File: src/mdc_defs.vh
// Register map, field positions, codes and reset values of the DMA controller
`ifndef MDC_DEFS_VH
`define MDC_DEFS_VH

`define MDC_OFF_CFG 8'h00
`define MDC_OFF_SRC 8'h04
`define MDC_OFF_SSTR 8'h08
`define MDC_OFF_XCNT 8'h0C
`define MDC_OFF_YCNT 8'h10
`define MDC_OFF_YMOD 8'h14
`define MDC_OFF_DST 8'h18
`define MDC_OFF_DSTR 8'h1C
`define MDC_OFF_DPTR 8'h20
`define MDC_OFF_CUR 8'h24
`define MDC_OFF_STAT 8'h28
`define MDC_OFF_ISTAT 8'h2C
`define MDC_OFF_IMASK 8'h30
`define MDC_OFF_CRC 8'h34
`define MDC_OFF_CRCX 8'h38
`define MDC_OFF_DCNT 8'h3C
`define MDC_OFF_XLEFT 8'h40

`define MDC_CFG_W 10
`define MDC_CFG_EN 0
`define MDC_CFG_FLOW_LO 1
`define MDC_CFG_FLOW_HI 3
`define MDC_CFG_DIR_LO 4
`define MDC_CFG_DIR_HI 5
`define MDC_CFG_CRC 6
`define MDC_CFG_CMP 7
`define MDC_CFG_FRAC_LO 8
`define MDC_CFG_FRAC_HI 9

`define MDC_FLOW_STOP 3'h0
`define MDC_FLOW_CIRC 3'h1
`define MDC_FLOW_PING 3'h2
`define MDC_FLOW_LIST 3'h3
`define MDC_FLOW_ARRAY 3'h4
`define MDC_FLOW_LIST2D 3'h5

`define MDC_DIR_MEM 2'h0
`define MDC_DIR_PACED 2'h1
`define MDC_DIR_SCRUB 2'h2

`define MDC_FRAC_HALF 2'h1
`define MDC_FRAC_QUART 2'h2

`define MDC_WORDS_PING 3'h2
`define MDC_WORDS_LIST 3'h4
`define MDC_WORDS_ARRAY 3'h1
`define MDC_WORDS_LIST2D 3'h7

`define MDC_SLOT_NEXT 3'h0
`define MDC_SLOT_ADDR 3'h1
`define MDC_SLOT_XCNT 3'h2
`define MDC_SLOT_CFG 3'h3
`define MDC_SLOT_STR 3'h4
`define MDC_SLOT_YCNT 3'h5
`define MDC_SLOT_YMOD 3'h6

`define MDC_IRQ_W 4
`define MDC_IRQ_DONE 0
`define MDC_IRQ_WRAP 1
`define MDC_IRQ_FRAC 2
`define MDC_IRQ_CRC 3

`define MDC_RST_CFG 10'h000
`define MDC_RST_CNT 16'h0001
`define MDC_RST_WORD 32'h00000000
`define MDC_CRC_POLY 32'h04C11DB7
`define MDC_CRC_INIT 32'hFFFFFFFF
`define MDC_WORD_BYTES 32'h00000004

`endif

File: src/mdc_crc.v
// CRC-32 accumulator over 32-bit data words, MSB first
`timescale 1ns/10ps
`default_nettype none
`include "mdc_defs.vh"
module mdc_crc (
	input wire clk_i,
	input wire rst_i,
	input wire clr_i,
	input wire en_i,
	input wire [31:0] dat_i,
	output reg [31:0] crc_o
);
	reg [31:0] crc_nxt;
	integer i;

	always @* begin
		crc_nxt = crc_o;
		for (i = 31; i >= 0; i = i - 1) begin
			if (crc_nxt[31] ^ dat_i[i])
				crc_nxt = {crc_nxt[30:0], 1'b0} ^ `MDC_CRC_POLY;
			else
				crc_nxt = {crc_nxt[30:0], 1'b0};
		end
	end

	// Clear wins so a new block never inherits a stale sum
	always @(posedge clk_i) begin
		if (rst_i || clr_i)
			crc_o <= `MDC_CRC_INIT;
		else if (en_i)
			crc_o <= crc_nxt;
	end
endmodule // mdc_crc
`default_nettype wire

File: src/mdc_dma.v
// Multimode single-channel DMA with Wishbone register slave and data master
`timescale 1ns/10ps
`default_nettype none
`include "mdc_defs.vh"
module mdc_dma #(
	parameter CW = 16
) (
	input wire clk_i,
	input wire rst_i,
	input wire wb_cyc_i,
	input wire wb_stb_i,
	input wire wb_we_i,
	input wire [7:0] wb_adr_i,
	input wire [3:0] wb_sel_i,
	input wire [31:0] wb_dat_i,
	output reg [31:0] wb_dat_o,
	output reg wb_ack_o,
	output wire m_cyc_o,
	output wire m_stb_o,
	output wire m_we_o,
	output wire [31:0] m_adr_o,
	output wire [3:0] m_sel_o,
	output wire [31:0] m_dat_o,
	input wire [31:0] m_dat_i,
	input wire m_ack_i,
	input wire prq_i,
	output wire irq_o
);
	localparam S_IDLE = 3'h0;
	localparam S_FETCH = 3'h1;
	localparam S_LOAD = 3'h2;
	localparam S_RD = 3'h3;
	localparam S_WR = 3'h4;
	localparam S_STEP = 3'h5;
	localparam S_END = 3'h6;

	// Setup registers
	reg [`MDC_CFG_W-1:0] cfg_r;
	reg [31:0] src_r;
	reg [31:0] sstr_r;
	reg [CW-1:0] xcnt_r;
	reg [CW-1:0] ycnt_r;
	reg [31:0] ymod_r;
	reg [31:0] dst_r;
	reg [31:0] dstr_r;
	reg [31:0] dptr_r;
	reg [CW-1:0] dcnt_r;
	reg [`MDC_IRQ_W-1:0] imask_r;
	reg [`MDC_IRQ_W-1:0] istat_r;
	reg [31:0] crcx_r;
	// Working state
	reg [2:0] state_r;
	reg [31:0] csrc_r;
	reg [31:0] cdst_r;
	reg [31:0] wstr_r;
	reg [31:0] wymod_r;
	reg [CW-1:0] wxcnt_r;
	reg [CW-1:0] wycnt_r;
	reg [CW-1:0] xleft_r;
	reg [CW-1:0] yleft_r;
	reg [CW-1:0] aleft_r;
	reg [`MDC_CFG_W-1:0] wcfg_r;
	reg [31:0] link_r;
	reg [31:0] wptr_r;
	reg [2:0] fidx_r;
	reg [31:0] data_r;
	reg crc_clr_r;
	// Data master
	reg mcyc_r;
	reg mwe_r;
	reg [31:0] madr_r;
	reg [31:0] mdat_r;

	wire [31:0] crc_w;
	wire bus_hit = wb_cyc_i & wb_stb_i & ~wb_ack_o;
	wire wr_en = bus_hit & wb_we_i;
	wire [2:0] flow = wcfg_r[`MDC_CFG_FLOW_HI:`MDC_CFG_FLOW_LO];
	wire [1:0] wdir = wcfg_r[`MDC_CFG_DIR_HI:`MDC_CFG_DIR_LO];
	wire [1:0] frac = wcfg_r[`MDC_CFG_FRAC_HI:`MDC_CFG_FRAC_LO];
	wire [2:0] new_flow = wb_dat_i[`MDC_CFG_FLOW_HI:`MDC_CFG_FLOW_LO];
	wire start = wr_en && wb_adr_i == `MDC_OFF_CFG && wb_sel_i[0] &&
		wb_dat_i[`MDC_CFG_EN] && state_r == S_IDLE;
	wire abort = wr_en && wb_adr_i == `MDC_OFF_CFG && wb_sel_i[0] &&
		!wb_dat_i[`MDC_CFG_EN] && state_r != S_IDLE;
	wire acked = mcyc_r & m_ack_i;
	wire is_link = flow == `MDC_FLOW_PING || flow == `MDC_FLOW_LIST ||
		flow == `MDC_FLOW_LIST2D;
	wire [2:0] nwords = flow == `MDC_FLOW_PING ? `MDC_WORDS_PING :
		flow == `MDC_FLOW_LIST ? `MDC_WORDS_LIST :
		flow == `MDC_FLOW_ARRAY ? `MDC_WORDS_ARRAY : `MDC_WORDS_LIST2D;
	wire [2:0] slot = flow == `MDC_FLOW_ARRAY ? `MDC_SLOT_ADDR : fidx_r;
	wire [CW-1:0] xl_n = xleft_r - {{(CW-1){1'b0}}, 1'b1};
	wire [CW-1:0] half_w = {1'b0, wxcnt_r[CW-1:1]};
	wire [CW-1:0] quart_w = {2'b00, wxcnt_r[CW-1:2]};
	wire [CW-1:0] three_w = half_w + quart_w;
	wire frac_hit = xl_n != {CW{1'b0}} &&
		((frac == `MDC_FRAC_HALF && xl_n == half_w) ||
		(frac == `MDC_FRAC_QUART &&
		(xl_n == half_w || xl_n == quart_w || xl_n == three_w)));
	wire blk_end = state_r == S_END;
	wire chain_end = (flow == `MDC_FLOW_STOP) ||
		(is_link && link_r == `MDC_RST_WORD) ||
		(flow == `MDC_FLOW_ARRAY && aleft_r <= {{(CW-1){1'b0}}, 1'b1});
	wire crc_bad = wcfg_r[`MDC_CFG_CMP] && crc_w != crcx_r;
	wire [`MDC_IRQ_W-1:0] ev;
	wire [`MDC_IRQ_W-1:0] w1c;

	assign ev[`MDC_IRQ_DONE] = blk_end & chain_end;
	assign ev[`MDC_IRQ_WRAP] = blk_end & (flow != `MDC_FLOW_STOP);
	assign ev[`MDC_IRQ_FRAC] = (state_r == S_STEP) & frac_hit;
	assign ev[`MDC_IRQ_CRC] = blk_end & crc_bad;
	assign w1c = (wr_en && wb_adr_i == `MDC_OFF_ISTAT && wb_sel_i[0]) ?
		wb_dat_i[`MDC_IRQ_W-1:0] : {`MDC_IRQ_W{1'b0}};
	assign irq_o = |(istat_r & imask_r);
	assign m_cyc_o = mcyc_r;
	assign m_stb_o = mcyc_r;
	assign m_we_o = mwe_r;
	assign m_adr_o = madr_r;
	assign m_dat_o = mdat_r;
	assign m_sel_o = 4'hF;

	function [31:0] merge;
		input [31:0] old;
		input [31:0] val;
		input [3:0] sel;
		integer b;
		begin
			merge = old;
			for (b = 0; b < 4; b = b + 1)
				if (sel[b])
					merge[b*8 +: 8] = val[b*8 +: 8];
		end
	endfunction

	// Byte-merged write words, narrowed where the register is
	wire [31:0] cfg_m = merge({{(32-`MDC_CFG_W){1'b0}}, cfg_r}, wb_dat_i, wb_sel_i);
	wire [31:0] xcnt_m = merge({{(32-CW){1'b0}}, xcnt_r}, wb_dat_i, wb_sel_i);
	wire [31:0] ycnt_m = merge({{(32-CW){1'b0}}, ycnt_r}, wb_dat_i, wb_sel_i);
	wire [31:0] dcnt_m = merge({{(32-CW){1'b0}}, dcnt_r}, wb_dat_i, wb_sel_i);

	mdc_crc u_crc (
		.clk_i(clk_i),
		.rst_i(rst_i),
		.clr_i(crc_clr_r),
		.en_i(state_r == S_RD && acked && wcfg_r[`MDC_CFG_CRC]),
		.dat_i(m_dat_i),
		.crc_o(crc_w)
	);

	// Register slave: one wait state, unmapped reads give zero
	always @(posedge clk_i) begin
		if (rst_i) begin
			wb_ack_o <= 1'b0;
			wb_dat_o <= `MDC_RST_WORD;
		end else begin
			wb_ack_o <= bus_hit;
			case (wb_adr_i)
			`MDC_OFF_CFG: wb_dat_o <= {{(32-`MDC_CFG_W){1'b0}}, cfg_r};
			`MDC_OFF_SRC: wb_dat_o <= src_r;
			`MDC_OFF_SSTR: wb_dat_o <= sstr_r;
			`MDC_OFF_XCNT: wb_dat_o <= {{(32-CW){1'b0}}, xcnt_r};
			`MDC_OFF_YCNT: wb_dat_o <= {{(32-CW){1'b0}}, ycnt_r};
			`MDC_OFF_YMOD: wb_dat_o <= ymod_r;
			`MDC_OFF_DST: wb_dat_o <= dst_r;
			`MDC_OFF_DSTR: wb_dat_o <= dstr_r;
			`MDC_OFF_DPTR: wb_dat_o <= dptr_r;
			`MDC_OFF_CUR: wb_dat_o <= csrc_r;
			`MDC_OFF_STAT: wb_dat_o <= {28'h0000000, state_r, state_r != S_IDLE};
			`MDC_OFF_ISTAT: wb_dat_o <= {{(32-`MDC_IRQ_W){1'b0}}, istat_r};
			`MDC_OFF_IMASK: wb_dat_o <= {{(32-`MDC_IRQ_W){1'b0}}, imask_r};
			`MDC_OFF_CRC: wb_dat_o <= crc_w;
			`MDC_OFF_CRCX: wb_dat_o <= crcx_r;
			`MDC_OFF_DCNT: wb_dat_o <= {{(32-CW){1'b0}}, dcnt_r};
			`MDC_OFF_XLEFT: wb_dat_o <= {{(32-CW){1'b0}}, xleft_r};
			default: wb_dat_o <= `MDC_RST_WORD;
			endcase
		end
	end

	// Setup register writes; enable bit also dropped by the engine at stop
	always @(posedge clk_i) begin
		if (rst_i) begin
			cfg_r <= `MDC_RST_CFG;
			src_r <= `MDC_RST_WORD;
			sstr_r <= `MDC_RST_WORD;
			xcnt_r <= `MDC_RST_CNT;
			ycnt_r <= `MDC_RST_CNT;
			ymod_r <= `MDC_RST_WORD;
			dst_r <= `MDC_RST_WORD;
			dstr_r <= `MDC_RST_WORD;
			dptr_r <= `MDC_RST_WORD;
			dcnt_r <= `MDC_RST_CNT;
			imask_r <= {`MDC_IRQ_W{1'b0}};
			crcx_r <= `MDC_RST_WORD;
			istat_r <= {`MDC_IRQ_W{1'b0}};
		end else begin
			// Set beats clear so no event is lost
			istat_r <= (istat_r & ~w1c) | ev;
			if (blk_end && chain_end)
				cfg_r[`MDC_CFG_EN] <= 1'b0;
			if (wr_en) begin
				case (wb_adr_i)
				`MDC_OFF_CFG: cfg_r <= cfg_m[`MDC_CFG_W-1:0];
				`MDC_OFF_SRC: src_r <= merge(src_r, wb_dat_i, wb_sel_i);
				`MDC_OFF_SSTR: sstr_r <= merge(sstr_r, wb_dat_i, wb_sel_i);
				`MDC_OFF_XCNT: xcnt_r <= xcnt_m[CW-1:0];
				`MDC_OFF_YCNT: ycnt_r <= ycnt_m[CW-1:0];
				`MDC_OFF_YMOD: ymod_r <= merge(ymod_r, wb_dat_i, wb_sel_i);
				`MDC_OFF_DST: dst_r <= merge(dst_r, wb_dat_i, wb_sel_i);
				`MDC_OFF_DSTR: dstr_r <= merge(dstr_r, wb_dat_i, wb_sel_i);
				`MDC_OFF_DPTR: dptr_r <= merge(dptr_r, wb_dat_i, wb_sel_i);
				`MDC_OFF_IMASK: imask_r <= wb_sel_i[0] ?
					wb_dat_i[`MDC_IRQ_W-1:0] : imask_r;
				`MDC_OFF_CRCX: crcx_r <= merge(crcx_r, wb_dat_i, wb_sel_i);
				`MDC_OFF_DCNT: dcnt_r <= dcnt_m[CW-1:0];
				default: cfg_r <= cfg_r;
				endcase
			end
		end
	end

	// Transfer engine and data-side master
	always @(posedge clk_i) begin
		if (rst_i) begin
			state_r <= S_IDLE;
			csrc_r <= `MDC_RST_WORD;
			cdst_r <= `MDC_RST_WORD;
			wstr_r <= `MDC_RST_WORD;
			wymod_r <= `MDC_RST_WORD;
			wxcnt_r <= `MDC_RST_CNT;
			wycnt_r <= `MDC_RST_CNT;
			xleft_r <= `MDC_RST_CNT;
			yleft_r <= `MDC_RST_CNT;
			aleft_r <= `MDC_RST_CNT;
			wcfg_r <= `MDC_RST_CFG;
			link_r <= `MDC_RST_WORD;
			wptr_r <= `MDC_RST_WORD;
			fidx_r <= 3'h0;
			data_r <= `MDC_RST_WORD;
			crc_clr_r <= 1'b0;
			mcyc_r <= 1'b0;
			mwe_r <= 1'b0;
			madr_r <= `MDC_RST_WORD;
			mdat_r <= `MDC_RST_WORD;
		end else begin
			crc_clr_r <= 1'b0;
			if (acked)
				mcyc_r <= 1'b0;
			if (abort) begin
				state_r <= S_IDLE;
				mcyc_r <= 1'b0;
			end else begin
				case (state_r)
				S_IDLE: begin
					if (start) begin
						wcfg_r <= wb_dat_i[`MDC_CFG_W-1:0];
						csrc_r <= src_r;
						cdst_r <= dst_r;
						wstr_r <= sstr_r;
						wymod_r <= ymod_r;
						wxcnt_r <= xcnt_r;
						wycnt_r <= ycnt_r;
						xleft_r <= xcnt_r;
						yleft_r <= ycnt_r;
						wptr_r <= dptr_r;
						aleft_r <= dcnt_r;
						fidx_r <= 3'h0;
						crc_clr_r <= 1'b1;
						if (new_flow == `MDC_FLOW_STOP || new_flow == `MDC_FLOW_CIRC)
							state_r <= S_RD;
						else
							state_r <= S_FETCH;
					end
				end
				S_FETCH: begin
					if (!mcyc_r) begin
						mcyc_r <= 1'b1;
						mwe_r <= 1'b0;
						madr_r <= wptr_r + {27'h0000000, fidx_r, 2'b00};
					end else if (m_ack_i) begin
						case (slot)
						`MDC_SLOT_NEXT: link_r <= m_dat_i;
						`MDC_SLOT_ADDR: csrc_r <= m_dat_i;
						`MDC_SLOT_XCNT: wxcnt_r <= m_dat_i[CW-1:0];
						`MDC_SLOT_CFG: wcfg_r <= {m_dat_i[`MDC_CFG_W-1:`MDC_CFG_DIR_LO],
							wcfg_r[`MDC_CFG_FLOW_HI:0]};
						`MDC_SLOT_STR: wstr_r <= m_dat_i;
						`MDC_SLOT_YCNT: wycnt_r <= m_dat_i[CW-1:0];
						`MDC_SLOT_YMOD: wymod_r <= m_dat_i;
						default: link_r <= link_r;
						endcase
						fidx_r <= fidx_r + 3'h1;
						if (fidx_r == nwords - 3'h1)
							state_r <= S_LOAD;
					end
				end
				S_LOAD: begin
					xleft_r <= wxcnt_r;
					yleft_r <= wycnt_r;
					crc_clr_r <= 1'b1;
					state_r <= S_RD;
				end
				S_RD: begin
					// Paced mode waits for the peripheral before each element
					if (!mcyc_r && (wdir != `MDC_DIR_PACED || prq_i)) begin
						mcyc_r <= 1'b1;
						mwe_r <= 1'b0;
						madr_r <= csrc_r;
					end else if (acked) begin
						data_r <= m_dat_i;
						state_r <= (wdir == `MDC_DIR_SCRUB) ? S_STEP : S_WR;
					end
				end
				S_WR: begin
					if (!mcyc_r) begin
						mcyc_r <= 1'b1;
						mwe_r <= 1'b1;
						madr_r <= cdst_r;
						mdat_r <= data_r;
					end else if (m_ack_i) begin
						state_r <= S_STEP;
					end
				end
				S_STEP: begin
					cdst_r <= cdst_r + dstr_r;
					if (xleft_r > {{(CW-1){1'b0}}, 1'b1}) begin
						xleft_r <= xl_n;
						csrc_r <= csrc_r + wstr_r;
						state_r <= S_RD;
					end else if (yleft_r > {{(CW-1){1'b0}}, 1'b1}) begin
						// Row end: modifier replaces stride for 2D walks
						yleft_r <= yleft_r - {{(CW-1){1'b0}}, 1'b1};
						xleft_r <= wxcnt_r;
						csrc_r <= csrc_r + wymod_r;
						state_r <= S_RD;
					end else begin
						state_r <= S_END;
					end
				end
				S_END: begin
					fidx_r <= 3'h0;
					if (flow == `MDC_FLOW_STOP || flow == `MDC_FLOW_CIRC) begin
						// Addresses reload from the untouched setup copy, counts from the working copy
						csrc_r <= src_r;
						cdst_r <= dst_r;
						xleft_r <= wxcnt_r;
						yleft_r <= wycnt_r;
						crc_clr_r <= 1'b1;
						state_r <= (flow == `MDC_FLOW_CIRC) ? S_RD : S_IDLE;
					end else if (chain_end) begin
						state_r <= S_IDLE;
					end else if (flow == `MDC_FLOW_ARRAY) begin
						aleft_r <= aleft_r - {{(CW-1){1'b0}}, 1'b1};
						wptr_r <= wptr_r + `MDC_WORD_BYTES;
						state_r <= S_FETCH;
					end else begin
						wptr_r <= link_r;
						state_r <= S_FETCH;
					end
				end
				default: state_r <= S_IDLE;
				endcase
			end
		end
	end
endmodule // mdc_dma
`default_nettype wire

File: config.mk
export PLATFORM = sky130hd
export DESIGN_NAME = mdc_dma
export DESIGN_NICKNAME = d
export VERILOG_FILES = /design/src/mdc_crc.v /design/src/mdc_dma.v
export VERILOG_INCLUDE_DIRS = /design/src
export SDC_FILE = /design/constraint.sdc
export NUM_CORES = 2
export LEC_CHECK = 0
export ABC_AREA = 1
export BUFFER_PORTS_ARGS = -buffer_cell sky130_fd_sc_hd__buf_2
export CAP_MARGIN = 20
export CORE_ASPECT_RATIO = 1.25
export CORE_MARGIN = 2
export CORE_UTILIZATION = 55
export CTS_BUF_LIST = sky130_fd_sc_hd__clkbuf_8
export DETAILED_ROUTE_END_ITERATION = 10
export GPL_ROUTABILITY_DRIVEN = 0
export PLACE_DENSITY = 0.81
export REMOVE_ABC_BUFFERS = 1
export SYNTH_ARGS = -nofsm -noshare
export SYNTH_HDL_FRONTEND = slang
export SYNTH_SLANG_ARGS = --single-unit
File: constraint.sdc
create_clock -name clk_i -period 5.1 [get_ports clk_i]
set_clock_uncertainty 0.1 [all_clocks]
set_input_delay 0.51 -clock clk_i [delete_from_list [all_inputs] [get_ports clk_i]]
set_output_delay 0.51 -clock clk_i [all_outputs]
set_load 0.02 [all_outputs]
; Word level (Yosys, flattened, before mapping)
; Index checks and enable logic that the tools add are counted.
[classes]
n_addsub = 11
magnitude_cmp = 3
eq_ne = 69
n_mux = 132
n_bitwise = 82
n_reduce_logical = 107
[ops]
columns = cell, n
row1 = two-way mux 27 bit, 32
row2 = two-way mux 32 bit, 24
row3 = one-hot mux 32 bit (17 select lines), 1
row4 = inverter 14 bit, 32
row5 = two-way mux 16 bit, 18
row6 = one-hot mux 32 bit (2 select lines), 3
row7 = one-hot mux 32 bit (3 select lines), 2
row8 = one-hot mux 16 bit (4 select lines), 2
row9 = one-hot mux 32 bit (4 select lines), 1
row10 = AND reduction 3 bit, 36
row11 = adder 32 bit, 3
row12 = one-hot mux 16 bit (2 select lines), 3
row13 = "equality test 8 x 6 -> 1 bit, second input constant", 8
row14 = two-way mux 3 bit, 17
row15 = "subtractor 16 x 1 -> 16 bit, second input constant", 3
row16 = AND reduction 6 bit, 7
row17 = two-way mux 10 bit, 4
row18 = one-hot mux 10 bit (2 select lines), 2
row19 = "adder 32 x 3 -> 32 bit, second input constant", 1
row20 = adder 32 x 5 -> 32 bit, 1
row21 = "equality test 8 x 5 -> 1 bit, second input constant", 4
row22 = "> comparator 16 x 1 -> 1 bit, second input constant", 2
row23 = logical NOT 32 bit, 1
row24 = inequality test 32 bit, 1
row25 = 51 further kinds, 196
[word_totals]
reg_bits = 742
output_inout_bits = 105

; Logic depth before layout (Yosys ltp)
[depth]
depth_word = 64
ltp_mapped = 30
ltp_nobuf = 29

; Modules after synthesis
; From an unflattened synthesis, not the netlist that was laid out.
[hier_totals]
cells_unflattened = 6607
hier_area_um2 = 44032.2
[by_module_without_submodules]
columns = mod, instances, cells_per_inst, area_each_um2
row1 = mdc_dma, 1, 5493, 37798.8
row2 = mdc_crc, 1, 1114, 6233.5

; Worst setup path before layout
; No wires, ideal clock.
[synth_timing]
kind = register to register
from = register xleft_r[0]
to = register csrc_r[19]
arrival_ps = 3682
required_time_ps = 4936
setup_slack_ps = 1254
stages_incl_launch_ff = 22
synth_period_minus_slack_ps = 3846
cell_sequence = dfxtp_1 > inv_1 > ha_1 > o2111ai_1 > clkbuf_1 > clkbuf_1 > a21oi_1 > ha_1 > nand2_1 > a31oi_1 > nor2_1 > o21bai_1 > a21oi_1 > o21ai_0 > a21oi_1 > o21ai_0 > inv_1 > o21bai_1 > o21ai_0 > a21oi_1 > nor2_1 > nor2_1
[synth_between]
elab_chain_cells = 3
elab_cells_between_ends = 5
cone_classes = order compare: 1 / eq/ne: 1 / mux: 2 / reduce/logical: 1
[synth_lines]
columns = element, line_no
row1 = start: declaration, mdc_dma.v:59  ; reg [CW-1:0] xleft_r;
row2 = start signal: assignment, mdc_dma.v:232  ; xleft_r <= `MDC_RST_CNT;
row3 = start signal: assignment, mdc_dma.v:263  ; xleft_r <= xcnt_r;
row4 = start signal: assignment, mdc_dma.v:298  ; xleft_r <= wxcnt_r;
row5 = > comparator 16 x 1 -> 1 bit *, mdc_dma.v:326  ; if (xleft_r > {{(CW-1){1'b0}}, 1'b1}) begin
row6 = inequality test 3 x 1 -> 1 bit (no line) or two-way mux 32 bit (tied branches), --
row7 = AND reduction 8 bit (no line) or one-hot mux 32 bit (4 select lines) (tied branches), --
row8 = end signal: assignment, mdc_dma.v:328  ; csrc_r <= csrc_r + wstr_r;
row9 = end signal: assignment, mdc_dma.v:334  ; csrc_r <= csrc_r + wymod_r;
row10 = end signal: assignment, mdc_dma.v:344  ; csrc_r <= src_r;
row11 = end: declaration, mdc_dma.v:53  ; reg [31:0] csrc_r;
; Every way passes the cells marked *; elsewhere a longest branch is shown, timed or not.
; A chain may end at the register's enable or synchronous reset.

; Final worst setup path
[layout_timing]
from = register xleft_r[0]
to = register csrc_r[17]
; Same word-level chain as after synthesis.

==> metrics.md <==
| Metric | Value |
|---|---|
| Cell area after technology mapping | 42,980 um2 |
| Mux share of post-synthesis cell area | 0 |
| Transition at the pin with the smallest max-transition slack | 1.205 ns |
| Filler cell count in the final layout | 7,090 |
| Total CTS buffers | 114 |
| Area delta synth->final | 10.27% |
| Remaining DRCs | 0 |
| Final design area excluding fillers | 47,390 um2 |
| Core region area | 77,310 um2 |
| Critical-path cell with the highest stage delay | sky130_fd_sc_hd__o2111ai_2 |
| Dominant combinational cell family by area after synthesis | compound AO/OA/AOI/OAI gates |
| CTS tree | done |
| Most used cell, CP | sky130_fd_sc_hd__a21oi_1 |
| Post-synth EDFFs | 0 |
| Part of the cycle the worst path needs | 0.9311 |
| Largest net degree at the start of global routing | 195 |
| Max Cap Violations | 0 |
| Cell chosen for the clock root | sky130_fd_sc_hd__clkbuf_8 |
| Buffers and inverters on the worst path | 3 |
| Power consumption | 22.15 mW |
| Nature of the critical path startpoint | flop |
| Endpoint arrival time on the critical path | 5.34 ns |
| Share of synthesized cell area in full adder, half adder and majority cells | 0.02981 |
| Post-layout min period | 4.749 ns |
| Number of global-route vias before repair | 43,700 |
| Clock Pin Slew Worst Setup and Hold Paths | 0.08 ns |
| Cells along the critical path | inv_1 > ha_1 > o2111ai_2 > buf_4 > a21oi_1 > ha_1 > nand2_1 > a31oi_1 > nor2_1 > o21bai_1 > a21oi_1 > o21ai_0 > a21oi_1 > o21ai_0 > inv_1 > o21ai_0 > a21oi_1 > o21ai_0 > a21oi_1 |
| Status | completed |
| Initial core utilization | 0.5560 |
| Worst Hold Path Cells | 3 |
| Detailed placement HPWL | 127,700 um |
| Count of endpoints failing setup in the final report | 0 |
| Most frequently used flop master after synthesis | sky130_fd_sc_hd__dfxtp_1 |
| Total number of H-tree levels | 3 |
| Net count of the finished layout | 6,580 |
| Setup TNS | 0 ns |
| # clock sinks | 741 |
| Number of cells on the worst reg-to-reg path | 19 |
| Unrepaired setup endpoints after global routing | no |
| Total via count after detailed routing | 48,470 |
| Critical path endpoint category | flop |
| Final max-slew violation count | 0 |
| Total Routed Length | 179,600 um |
| Placed cell areas | 44,620 um2 |
| Boundary pin count | 188 |
| Required time worst endpoint | 5.69 ns |
| Clock latency reported for the late side of the worst-skew pair | 0.84 ns |
| Sequential fraction of the synthesis area | 0.3451 |
| Count of different cell masters after synthesis | 74 |
| Gate count of the mapped netlist | 6,318 |
| Post-Route Utilization | 0.6130 |
| Global route overflow | 0 |
| Area leader, netlist | sky130_fd_sc_hd__dfxtp_1 |
| Cell Pwr Density | 467.4 nW/um2 |
| Longest Clk Path Bufs | 3 |
| Die outline area | 80,410 um2 |
| Share of the synthesized area in the top cell type | 0.3451 |
| Rel. slew slack | 0.1964 |
| Routed wire length per instance | 23.80 um |
| Simple-gate portion of the synthesized area | 0.2375 |
| Fraction of final layout cells sized beyond drive strength 1 | 0.09921 |
| Synth warn | 0 |
| IR Drop Worst-Case VDD | 0.0004278 V |
| Number of buffer cells added on primary ports | 183 |
| Cell Count Post-Placement | 7,305 |
| Register bit count reported by yosys | 741 |
| GRT Resource Usage Total | 0.4330 |
| Number of detailed-route iterations in the first pass | 10 |
| Cell type group with the largest total delay on the critical path | compound AO/OA/AOI/OAI gates |
| Height of the die | 316.5 um |
| Post-Layout Cell Count | 7,546 |
| Synth Area in Compound Gates | 0.2549 |
| Hold Path Class | in2reg |
| Global-route wire length before repair | 263,400 um |
| First DRT Iteration DRCs | 8,250 |
| Number of vias per cell after detailed routing | 6.424 |
| Count of antenna-violating nets left after detailed routing | 0 |
| Hold violation total from the final report | 0 |
| Biggest cell delay along the critical path | 0.74 ns |
| Average cell area after synthesis | 6.803 um2 |
| Crit Path Category | reg2reg |
| Biggest area contributors in the synthesized netlist | sky130_fd_sc_hd__dfxtp_1, sky130_fd_sc_hd__nand2_1, sky130_fd_sc_hd__o21ai_0 |
| Peak fanout along the critical path | 11 |
| Fraction of synthesis flops using an asynchronous set or reset pin | 0 |
| Core Rows | 114 |
| DIE WIDTH | 254.0 um |
| XOR/XNOR share of the synthesized area | 0.04716 |
| Antenna violations before repair | 16 |
| Count of cell instances traversed by the critical path | 19 |
| Maximum achievable frequency | 0.2106 GHz |
| Leakage component of the power | 19.71 nW |
## cell usage in the layout (no fill, tap or decap), types with 10 or more instances in the layout
cell                            Yosys  routed
sky130_fd_sc_hd__a2111oi_0         13      13
sky130_fd_sc_hd__a211oi_1         140     140
sky130_fd_sc_hd__a21oi_1          649     649
sky130_fd_sc_hd__a221oi_1          75      75
sky130_fd_sc_hd__a31oi_1           40      40
sky130_fd_sc_hd__a41oi_1           39      39
sky130_fd_sc_hd__buf_2              6     182
sky130_fd_sc_hd__buf_4              8      67
sky130_fd_sc_hd__clkbuf_8           0     157
sky130_fd_sc_hd__clkinv_2           0      13
sky130_fd_sc_hd__dfxtp_1          741     741
sky130_fd_sc_hd__diode_2            0      11
sky130_fd_sc_hd__dlygate4sd3_1      0      17
sky130_fd_sc_hd__ha_1              96      96
sky130_fd_sc_hd__inv_1            602     630
sky130_fd_sc_hd__inv_2             33      34
sky130_fd_sc_hd__nand2_1         1144    1143
sky130_fd_sc_hd__nand2_2           77      78
sky130_fd_sc_hd__nand2_4           25      25
sky130_fd_sc_hd__nand3_1          296     296
sky130_fd_sc_hd__nand3_2           11      11
sky130_fd_sc_hd__nand4_1           42      42
sky130_fd_sc_hd__nor2_1           640     627
sky130_fd_sc_hd__nor2_2             3      14
sky130_fd_sc_hd__nor3_1            66      63
sky130_fd_sc_hd__nor4_1            39      39
sky130_fd_sc_hd__o2111ai_1         16      15
sky130_fd_sc_hd__o211ai_1          33      33
sky130_fd_sc_hd__o21a_1            10      10
sky130_fd_sc_hd__o21ai_0          761     761
sky130_fd_sc_hd__o21ai_1           15      14
sky130_fd_sc_hd__o21bai_1          12      12
sky130_fd_sc_hd__o221ai_1          11      11
sky130_fd_sc_hd__o22ai_1           60      60
sky130_fd_sc_hd__or2_2             15      15
sky130_fd_sc_hd__xnor2_1           43      43
sky130_fd_sc_hd__xor2_1           176     176
## final timing paths
kind / slack, ns / startpoint / to
setup / recovery: 0.35 / xleft_r[0]$_SDFFE_PP1P_ / csrc_r[17]$_SDFFE_PP0P_
hold / removal: 0.01 / wb_dat_i[19] / dstr_r[19]$_SDFFE_PP0P_
setup reg to reg: 0.35 / xleft_r[0]$_SDFFE_PP1P_ / csrc_r[17]$_SDFFE_PP0P_
hold reg to reg: 0.36 / cfg_r[8]$_SDFFE_PP0P_ / cfg_r[8]$_SDFFE_PP0P_
## cell type report
type	instances	area, um2	area share
Inverter	645	2431	0.05129
Clock inverter	53	371.6	0.007841
Clock buffer	157	2161	0.04559
Timing Repair Buffer	272	1688	0.03561
Tap cell	1044	1306	0.02756
Multi-Input combinational cell	4623	24570	0.5185
Sequential cell	741	14830	0.3130
Antenna cell	11	27.53	0.0005808
## metal layers
layer  global-route usage  vias up  part of all wire
met5                    0        -           0.00050
met4               0.3844       10              0.12
met3               0.1464     1185              0.14
met2               0.6365     3891              0.41
met1               0.5002    21770              0.33
li1                     -    21620                 -
## where the power goes
part	internal, mW	switching (mW)	total, mW
clock	2.91	2.61	5.52
combinational	3.03	6.79	9.82
sequential	6.27	0.541	6.81
## kinds of logic after synthesis
logic type / after synthesis
XOR/XNOR: 225
buffers and inverters: 957
flip-flops: 741
other: 1
adder cells (fa/ha/maj): 100
AND/OR/NAND/NOR: 2377
AO/OA/AOI/OAI: 1917
## worst reg2reg max path: stages, from the launching register on
cell and delay (ns):
sky130_fd_sc_hd__dfxtp_1 0.48, sky130_fd_sc_hd__inv_1 0.18, sky130_fd_sc_hd__ha_1 0.29, sky130_fd_sc_hd__o2111ai_2 0.74, sky130_fd_sc_hd__buf_4 0.31, sky130_fd_sc_hd__a21oi_1 0.09
sky130_fd_sc_hd__ha_1 0.33, sky130_fd_sc_hd__nand2_1 0.07, sky130_fd_sc_hd__a31oi_1 0.14, sky130_fd_sc_hd__nor2_1 0.08, sky130_fd_sc_hd__o21bai_1 0.15, sky130_fd_sc_hd__a21oi_1 0.10
sky130_fd_sc_hd__o21ai_0 0.29, sky130_fd_sc_hd__a21oi_1 0.16, sky130_fd_sc_hd__o21ai_0 0.40, sky130_fd_sc_hd__inv_1 0.11, sky130_fd_sc_hd__o21ai_0 0.25, sky130_fd_sc_hd__a21oi_1 0.12
sky130_fd_sc_hd__o21ai_0 0.14, sky130_fd_sc_hd__a21oi_1 0.08
## cell usage after synthesis, types with 4 or more instances
library cell / instances
sky130_fd_sc_hd__nor3_1: 66
sky130_fd_sc_hd__nand3b_1: 4
sky130_fd_sc_hd__inv_2: 33
sky130_fd_sc_hd__clkinv_1: 9
sky130_fd_sc_hd__clkbuf_1: 278
sky130_fd_sc_hd__inv_1: 602
sky130_fd_sc_hd__a21oi_1: 649
sky130_fd_sc_hd__nor2_1: 640
sky130_fd_sc_hd__o21a_1: 10
sky130_fd_sc_hd__buf_4: 8
sky130_fd_sc_hd__fa_1: 4
sky130_fd_sc_hd__o2111ai_1: 16
sky130_fd_sc_hd__ha_1: 96
sky130_fd_sc_hd__a21boi_0: 5
sky130_fd_sc_hd__nor4_1: 39
sky130_fd_sc_hd__a2111oi_0: 13
sky130_fd_sc_hd__nand3_1: 296
sky130_fd_sc_hd__xnor2_1: 43
sky130_fd_sc_hd__o221ai_1: 11
sky130_fd_sc_hd__xor2_1: 176
sky130_fd_sc_hd__nand2_4: 25
sky130_fd_sc_hd__o211ai_1: 33
sky130_fd_sc_hd__xor2_2: 4
sky130_fd_sc_hd__a22o_1: 9
sky130_fd_sc_hd__buf_1: 15
sky130_fd_sc_hd__a211oi_1: 140
sky130_fd_sc_hd__nand4_1: 42
sky130_fd_sc_hd__dfxtp_1: 741
sky130_fd_sc_hd__a31oi_1: 40
sky130_fd_sc_hd__buf_2: 6
sky130_fd_sc_hd__nand2_1: 1144
sky130_fd_sc_hd__or2_2: 15
sky130_fd_sc_hd__o21ai_0: 761
sky130_fd_sc_hd__o21ai_1: 15
sky130_fd_sc_hd__buf_6: 4
sky130_fd_sc_hd__nand2_2: 77
sky130_fd_sc_hd__a41oi_1: 39
sky130_fd_sc_hd__nand3_2: 11
sky130_fd_sc_hd__a221oi_1: 75
sky130_fd_sc_hd__o21bai_1: 12
sky130_fd_sc_hd__o22ai_1: 60
## timing repair
action	CTS	global route
setup endpoints to repair	0	0
setup buffers	0	0
hold endpoints to repair	34	0
hold buffers	17	0
resized for setup	0	0
## through the flow
step,hold WS (ns),setup slack (ns)
finish,0.01347,0.3513
global route,0.007653,0.1049
CTS,0.0003694,0.6753
detailed placement,0.3324,0.7417
global placement,0.3274,0.8626
floorplan,0.3259,-2.084
(Power assumes the default switching activity.)
